===== src/rtl/ioc_pkg.sv =====
// package for the internal oscillator and system clock select block
// assumes a single 100 MHz bus clock; oscillator rates are enable pulses
package ioc_pkg;

   // bus clock and nominal oscillator rate, in kHz
   localparam int PCLK_KHZ = 100000;
   localparam int OSC_NOMINAL_KHZ = 24500;

   // register indices; byte address is four times the index
   localparam logic [7:0] IDX_SRC_SEL = 8'hA9;
   localparam logic [7:0] IDX_OSC_CTRL = 8'hB2;
   localparam logic [7:0] IDX_OSC_CAL = 8'hB4;
   localparam logic [7:0] IDX_IRQ_STS = 8'hB5;
   localparam logic [7:0] IDX_IRQ_MSK = 8'hB6;
   localparam int APB_AW = 12;
   localparam logic [1:0] ADDR_PAD = 2'h0;
   localparam logic [APB_AW-1:0] ADDR_SRC_SEL = {ADDR_PAD, IDX_SRC_SEL, ADDR_PAD};
   localparam logic [APB_AW-1:0] ADDR_OSC_CTRL = {ADDR_PAD, IDX_OSC_CTRL, ADDR_PAD};
   localparam logic [APB_AW-1:0] ADDR_OSC_CAL = {ADDR_PAD, IDX_OSC_CAL, ADDR_PAD};
   localparam logic [APB_AW-1:0] ADDR_IRQ_STS = {ADDR_PAD, IDX_IRQ_STS, ADDR_PAD};
   localparam logic [APB_AW-1:0] ADDR_IRQ_MSK = {ADDR_PAD, IDX_IRQ_MSK, ADDR_PAD};

   // field positions
   localparam int OSC_EN_BIT = 7;
   localparam int OSC_RDY_BIT = 6;
   localparam int SRC_BIT = 0;
   localparam int IRQ_RDY = 0;
   localparam int IRQ_SWITCH = 1;
   localparam int IRQ_W = 2;

   // reset values
   localparam logic [7:0] RST_OSC_CTRL = 8'hC0;
   localparam logic [7:0] RST_SRC_SEL = 8'h00;

   // calibration: oscillator tick every cal+1 bus clocks
   localparam int CAL_W = 7;
   localparam logic [CAL_W-1:0] CAL_NOMINAL = CAL_W'(PCLK_KHZ / OSC_NOMINAL_KHZ - 1);

   // oscillator ticks counted before the ready flag rises
   localparam logic [3:0] SETTLE_TICKS = 4'h8;

   // divide field encoding
   typedef enum logic [1:0] {
      DIV_BY_8 = 2'h0,
      DIV_BY_4 = 2'h1,
      DIV_BY_2 = 2'h2,
      DIV_BY_1 = 2'h3
   } ioc_div_t;

   // divider masks: tick when low count bits are all ones
   localparam logic [2:0] MASK_8 = 3'h7;
   localparam logic [2:0] MASK_4 = 3'h3;
   localparam logic [2:0] MASK_2 = 3'h1;
   localparam logic [2:0] MASK_1 = 3'h0;

   // state of the tick divider
   typedef struct packed {
      logic [CAL_W-1:0] cnt;
      logic tick;
   } ioc_div_state_t;

   // state of the clock control block
   typedef struct packed {
      logic osc_en;
      ioc_div_t div;
      logic src_sel;
      logic [CAL_W-1:0] cal;
      ioc_div_t div_act;
      logic src_act;
      logic rdy;
      logic [3:0] settle;
      logic [2:0] dcnt;
      logic [IRQ_W-1:0] sts;
      logic [IRQ_W-1:0] msk;
      logic [31:0] rdata;
      logic sys_en;
   } ioc_state_t;

endpackage


===== src/rtl/ioc_system_clock_ctrl.sv =====
// system clock control: internal oscillator enable, calibration, divide
// and glitch-free selection between internal and external sources
// assumes ext_osc_tick is a one-cycle pulse per external clock period
//
// Summary of operation
// - after reset the system clock runs from the internal oscillator
// - calibration register sets oscillator period; reset loads CAL_FACTORY, the nominal value by default
// - internal system clock is oscillator divided by 1, 2, 4 or 8
// - reset loads divide field for divide by 8
// - control bit 7 enables the oscillator; resets to one
// - source is external or internal, the internal one undivided or divided
// - select bit 0 chooses the source; resets to internal
// - select zero gives internal oscillator scaled by divide field
// - select bits 7 to 1 read zero; writes to them ignored
// - select one switches the system clock to the external source
// - source switching is glitch-free, on a tick of the current source or at once from a stopped internal one; the new source is not checked for running
`timescale 1ns/1ps
module ioc_system_clock_ctrl
   import ioc_pkg::*;
#(
   parameter logic [CAL_W-1:0] CAL_FACTORY = CAL_NOMINAL
)
(
   // clock and reset
   input wire logic pclk,
   input wire logic presetn,
   // apb slave
   input wire logic psel,
   input wire logic penable,
   input wire logic pwrite,
   input wire logic [APB_AW-1:0] paddr,
   input wire logic [31:0] pwdata,
   output logic [31:0] prdata,
   output logic pready,
   output logic pslverr,
   // external oscillator circuit
   input wire logic ext_osc_tick,
   // system clock enable and status
   output logic system_clock_en,
   output logic system_clock_from_ext,
   output logic irq
);

   ioc_state_t q;
   ioc_state_t next_q;

   logic osc_tick;
   logic osc_restart;
   logic acc;
   logic wr;
   logic mapped;
   logic [31:0] rd;
   logic [2:0] mask;
   logic int_tick;
   logic cur_tick;
   logic [IRQ_W-1:0] ev;

   // bus phases
   assign acc = psel && penable;
   assign wr = acc && pwrite;

   // a calibration write restarts the oscillator so the new period
   // is settled from a clean count
   assign osc_restart = wr && (paddr == ADDR_OSC_CAL);

   ioc_tick_div u_osc (
      .clk(pclk),
      .rst_n(presetn),
      .en(q.osc_en),
      .restart(osc_restart),
      .period(q.cal),
      .tick(osc_tick)
   );

   always_comb begin
      case (q.div_act)
         DIV_BY_8: mask = MASK_8;
         DIV_BY_4: mask = MASK_4;
         DIV_BY_2: mask = MASK_2;
         default: mask = MASK_1;
      endcase
   end

   // divided internal tick; select zero uses it
   assign int_tick = osc_tick && ((q.dcnt & mask) == mask);
   assign cur_tick = q.src_act ? ext_osc_tick : int_tick;

   // register read decode; unmapped addresses answer with an error
   always_comb begin
      rd = 32'h0;
      mapped = 1'b1;
      if (paddr == ADDR_SRC_SEL) begin
         rd[SRC_BIT] = q.src_sel;
      end else if (paddr == ADDR_OSC_CTRL) begin
         rd[OSC_EN_BIT] = q.osc_en;
         rd[OSC_RDY_BIT] = q.rdy;
         rd[1:0] = q.div;
      end else if (paddr == ADDR_OSC_CAL) begin
         rd[CAL_W-1:0] = q.cal;
      end else if (paddr == ADDR_IRQ_STS) begin
         rd[IRQ_W-1:0] = q.sts;
      end else if (paddr == ADDR_IRQ_MSK) begin
         rd[IRQ_W-1:0] = q.msk;
      end else begin
         mapped = 1'b0;
      end
   end

   // next state: registers, divider, source switch, ready, events
   always_comb begin
      next_q = q;
      ev = '0;

      // read data is captured in the setup cycle so the access phase
      // can finish with no wait state and still come from a flop
      if (psel && !penable && !pwrite) begin
         next_q.rdata = rd;
      end

      // new source takes over on an edge of the current one, or at once from a stopped internal one
      next_q.sys_en = cur_tick;

      if (osc_tick) begin
         next_q.dcnt = q.dcnt + 3'h1;
      end
      // divide changes land on a divided boundary, never mid-period
      if (int_tick && (q.div != q.div_act)) begin
         next_q.div_act = q.div;
         next_q.dcnt = 3'h0;
      end

      // switch after the current source's tick; an internal source
      // that is stopped has no edge to wait for
      if ((q.src_sel != q.src_act) && (cur_tick || (!q.src_act && !q.osc_en))) begin
         next_q.src_act = q.src_sel;
         ev[IRQ_SWITCH] = 1'b1;
      end

      // ready after settle ticks; cleared when stopped or recalibrated
      if (!q.osc_en || osc_restart) begin
         next_q.rdy = 1'b0;
         next_q.settle = 4'h0;
      end else if (osc_tick && !q.rdy) begin
         if (q.settle == SETTLE_TICKS - 4'h1) begin
            next_q.rdy = 1'b1;
            ev[IRQ_RDY] = 1'b1;
         end else begin
            next_q.settle = q.settle + 4'h1;
         end
      end

      // register writes, taken in the access phase
      if (wr) begin
         if (paddr == ADDR_SRC_SEL) begin
            // source select; bits 7 to 1 ignored
            next_q.src_sel = pwdata[SRC_BIT];
         end else if (paddr == ADDR_OSC_CTRL) begin
            next_q.osc_en = pwdata[OSC_EN_BIT];
            next_q.div = ioc_div_t'(pwdata[1:0]);
         end else if (paddr == ADDR_OSC_CAL) begin
            next_q.cal = pwdata[CAL_W-1:0];
         end else if (paddr == ADDR_IRQ_MSK) begin
            next_q.msk = pwdata[IRQ_W-1:0];
         end
      end

      // status: write one to clear; an event in the same cycle wins
      if (wr && (paddr == ADDR_IRQ_STS)) begin
         next_q.sts = (q.sts & ~pwdata[IRQ_W-1:0]) | ev;
      end else begin
         next_q.sts = q.sts | ev;
      end
   end

   // state register
   always_ff @(posedge pclk or negedge presetn) begin
      if (!presetn) begin
         q <= '0;
         q.osc_en <= RST_OSC_CTRL[OSC_EN_BIT];
         q.div <= ioc_div_t'(RST_OSC_CTRL[1:0]);
         q.div_act <= ioc_div_t'(RST_OSC_CTRL[1:0]);
         // internal source at reset; select resets to zero
         q.src_sel <= RST_SRC_SEL[SRC_BIT];
         q.src_act <= RST_SRC_SEL[SRC_BIT];
         q.cal <= CAL_FACTORY;
      end else begin
         q <= next_q;
      end
   end

   // outputs
   assign prdata = q.rdata;
   assign pready = 1'b1;
   assign pslverr = acc && !mapped;
   assign system_clock_en = q.sys_en;
   assign system_clock_from_ext = q.src_act;
   assign irq = |(q.sts & q.msk);
endmodule


===== src/rtl/ioc_tick_div.sv =====
// programmable tick generator standing in for the internal oscillator
// assumes en and restart are synchronous to clk
`timescale 1ns/1ps
module ioc_tick_div
   import ioc_pkg::*;
(
   // clock and reset
   input wire logic clk,
   input wire logic rst_n,
   // control
   input wire logic en,
   input wire logic restart,
   input wire logic [CAL_W-1:0] period,
   // one-cycle pulse every period+1 clocks while enabled
   output logic tick
);

   ioc_div_state_t q;
   ioc_div_state_t next_q;

   // count down and reload; a stopped or restarted oscillator emits nothing
   always_comb begin
      next_q = q;
      next_q.tick = 1'b0;
      if (!en || restart) begin
         next_q.cnt = period;
      end else if (q.cnt == '0) begin
         next_q.tick = 1'b1;
         next_q.cnt = period;
      end else begin
         next_q.cnt = q.cnt - CAL_W'(1);
      end
   end

   // state register
   always_ff @(posedge clk or negedge rst_n) begin
      if (!rst_n) begin
         q <= '0;
      end else begin
         q <= next_q;
      end
   end

   assign tick = q.tick;

endmodule


===== config.mk =====
export PLATFORM = sky130hd
export DESIGN_NAME = ioc_system_clock_ctrl
export DESIGN_NICKNAME = d
export VERILOG_FILES = /design/src/rtl/ioc_pkg.sv /design/src/rtl/ioc_system_clock_ctrl.sv /design/src/rtl/ioc_tick_div.sv
export SDC_FILE = /design/constraint.sdc
export NUM_CORES = 1
export LEC_CHECK = 0
export BUFFER_PORTS_ARGS = -buffer_cell sky130_fd_sc_hd__buf_2
export CORE_UTILIZATION = 30
export CTS_BUF_LIST = sky130_fd_sc_hd__clkbuf_8
export DETAILED_ROUTE_END_ITERATION = 8
export GPL_TIMING_DRIVEN = 0
export PLACE_DENSITY = 0.6
export SYNTH_ARGS = -nofsm -noshare
export SYNTH_HDL_FRONTEND = slang
export SYNTH_SLANG_ARGS = --single-unit

===== constraint.sdc =====
create_clock -name pclk -period 5.6 [get_ports pclk]
set_input_delay 1.12 -clock pclk [delete_from_list [all_inputs] [get_ports pclk]]
set_output_delay 1.12 -clock pclk [all_outputs]
set_load 0.05 [all_outputs]

==> results.ini <==
[power]
p_leak_nw=1.46
pwr-share-seq=0.510
vdd_drop_max_uv=103
swShare=0.272
p_clk_frac=0.345
internal_power_w=0.000449
p_sw_w=0.000167
comb_power_share=0.146
p_per_area_mw_per_mm2=212

[routing]
wl_mm=4.93
vias=1786
drt-vias-per-instance=4.47
drt_iter0_markers=132
wl_per_cell_um=12.3
drtPass1Iterations=4
route.detailed.drc=0
final_antenna_net_count=0

[placement]
post-place-ws_ps=1660
port_buffers=37
numPlacedInstances=392
place_hpwl_mm=3.79
placed_cell_area_mm2=0.00280
gp_congestion=0.867

[logic_synthesis]
ys.flop_type=dfrtp_1
ys.warnings.count=0
yosys.cell_types.count=47
async_reset_ff_frac=1.00
yosys_register_bits=43
avgSynthCellArea_um2=10.5
seq_area_frac_synth=0.449
synth-edff-count=0
synth.cell_area_mm2=0.00240
syn_inst=230

[sta]
fin_ws_ps=1650
rsz0062_at_grt=false
finalHoldViolCount=0
fin_tns_setup_ps=0
worst_pin_slew_ps=955
skew_ps=7.77
slew_viol_final=0
finalCritPeriodShare=0.705
hold-worst-slack_ps=488
maxSlewHeadroom=0.363
setup_viol=0
fmax_ghz=0.253
period_needed_ps=3950

[finish]
multi_input_area_mm2=0.00111
fin_cells=400
n_antenna_cell=0
fillers=795
fin_area_mm2=0.00290
regArea_mm2=0.00108
layout-drive-gt1-share=0.356
area_delta_synth_final_pct=20.8
final_nets=350

[grt]
grt_overflow=0
grt_pass1_vias=1775
grt.total_usage=0.130
grt_pass1_wl_mm=8.59
grt_max_degree=44
antenna_found_initial=0

[clocking]
clk_pin_slew_ps=80
cts_setup_buffers=0
numCtsBuffers=5
cts_buffer_depth=2
hold_buffers=0
ctsResizeCount=0
root_buffer=clkbuf_8
tritoncts=built
clock_latency_ps=300
htreeDepth=2
cts.sinks=43

[setup_path]
arrival_ps=2830
path_class=in -> out
start_kind=primary input
cp_data_required_time_ps=4480
path_max_fanout=10
worstSetupEndpointType=output pin

[status]
outcome=finished clean

[run]
max_cap_viol_count=0

[floorplanning]
die-area_mm2=0.00838
die_h_um=91.5
initial_core_util=0.311
io_pins=87
rows=32
die-width_um=91.5
core-area_mm2=0.00773

[min_path]
hp-class=reg -> reg

==> per-layer routing <==
layer	vias up	wire length, um	track usage
li1	891	-	-
met1	844	2370	0.178
met2	44	2250	0.205
met3	7	248	0.0276
met4	0	63	0.0397
met5	-	0	0
==> through the flow <==
stage                util  power, W
finish              0.376  0.000616
global route        0.376  0.000645
CTS                 0.376  0.000625
detailed placement  0.363  0.000410
global placement    0.363  0.000409
floorplan               -  0.000386
==> kinds of logic (layout without fill, tap and decap cells) <==
kind of cell / after synthesis / after routing / share of synthesized area
AO/OA/AOI/OAI: 38 / 38 / 0.106
XOR/XNOR: 10 / 10 / 0.0364
adder cells (fa/ha/maj): 3 / 3 / 0.0156
buffers and inverters: 46 / 91 / 0.127
flip-flops: 43 / 43 / 0.449
multiplexers: 21 / 21 / 0.108
other: 2 / 25 / 0.00312
AND/OR/NAND/NOR: 67 / 67 / 0.155
==> power groups by stage <==
stage	registers [W]	clock network [W]	logic, W
after detailed placement	0.000320	0	0.0000898
after floorplan	0.000319	0	0.0000668
after global placement	0.000320	0	0.0000890
after global routing	0.000314	0.000235	0.0000955
after CTS	0.000314	0.000221	0.0000898
final	0.000314	0.000212	0.0000897
==> state kept, by name, indices dropped and copies added (netlist names) <==
signal / count
system_clock_en: 1
prdata: 8
system_clock_from_ext: 1
q: 25
u_osc.tick: 1
u_osc.q: 7
==> cell type report <==
class	instances	share of cell area
inverter	10	0.0129
timing repair buffer	37	0.0638
multi-input combinational	164	0.381
clock inverter	1	0.00129
sequential	43	0.372
clock buffer	7	0.0332
buffer	36	0.0922
tap	102	0.0439
==> worst paths after layout <==
path                       slack (ps)  cells after the start  startpoint         end
hold reg to reg                   490                      1  u_osc.q[7]  u_osc.tick
max in group asynchronous        4040                      1     presetn       q[50]
hold / removal                    490                      1  u_osc.q[7]  u_osc.tick
min in group asynchronous         970                      1     presetn   prdata[3]
setup / recovery                 1650                      7    paddr[1]     pslverr
setup reg to reg                 3510                      6  u_osc.q[1]  u_osc.q[4]
==> critical path, cell delays in order <==
cell,delay (ps)
buf_2,100
or4b_1,500
buf_2,190
or4_4,470
a21oi_1,140
nor3_1,70
buf_2,230
==> Yosys cell counts (3+ instances only) <==
master | n | share of area
dfstp_2 | 3 | 0.033
dfrtp_1 | 40 | 0.42
buf_4 | 33 | 0.10
or3_1 | 4 | 0.010
xnor2_1 | 4 | 0.015
and3_1 | 4 | 0.010
nand3_1 | 8 | 0.017
a22o_1 | 5 | 0.018
o21ai_0 | 8 | 0.017
a21oi_1 | 8 | 0.017
ha_1 | 3 | 0.016
inv_1 | 10 | 0.016
nor2b_1 | 3 | 0.0078
nor2_1 | 10 | 0.016
nor3_1 | 9 | 0.019
nand2_1 | 13 | 0.020
nand2b_1 | 4 | 0.010
or3b_2 | 3 | 0.011
mux2_4 | 7 | 0.044
mux2_2 | 12 | 0.056
xor2_1 | 6 | 0.022
==> placed cells by master (no fill, tap or decap), types with 4 or more instances in the layout <==
| cell | instances |
|---|---|
| mux2_2 | 12 |
| buf_4 | 33 |
| a22o_1 | 5 |
| and3_1 | 4 |
| conb_1 | 25 |
| buf_2 | 38 |
| a21oi_1 | 8 |
| o21ai_0 | 8 |
| clkbuf_8 | 7 |
| xor2_1 | 6 |
| nand3_1 | 8 |
| nor2_1 | 10 |
| mux2_4 | 7 |
| dfrtp_1 | 40 |
| or3_1 | 4 |
| nand2b_1 | 4 |
| xnor2_1 | 4 |
| nand2_1 | 13 |
| inv_1 | 11 |
| nor3_1 | 9 |
No activity file was read; power rests on OpenSTA's default activity.
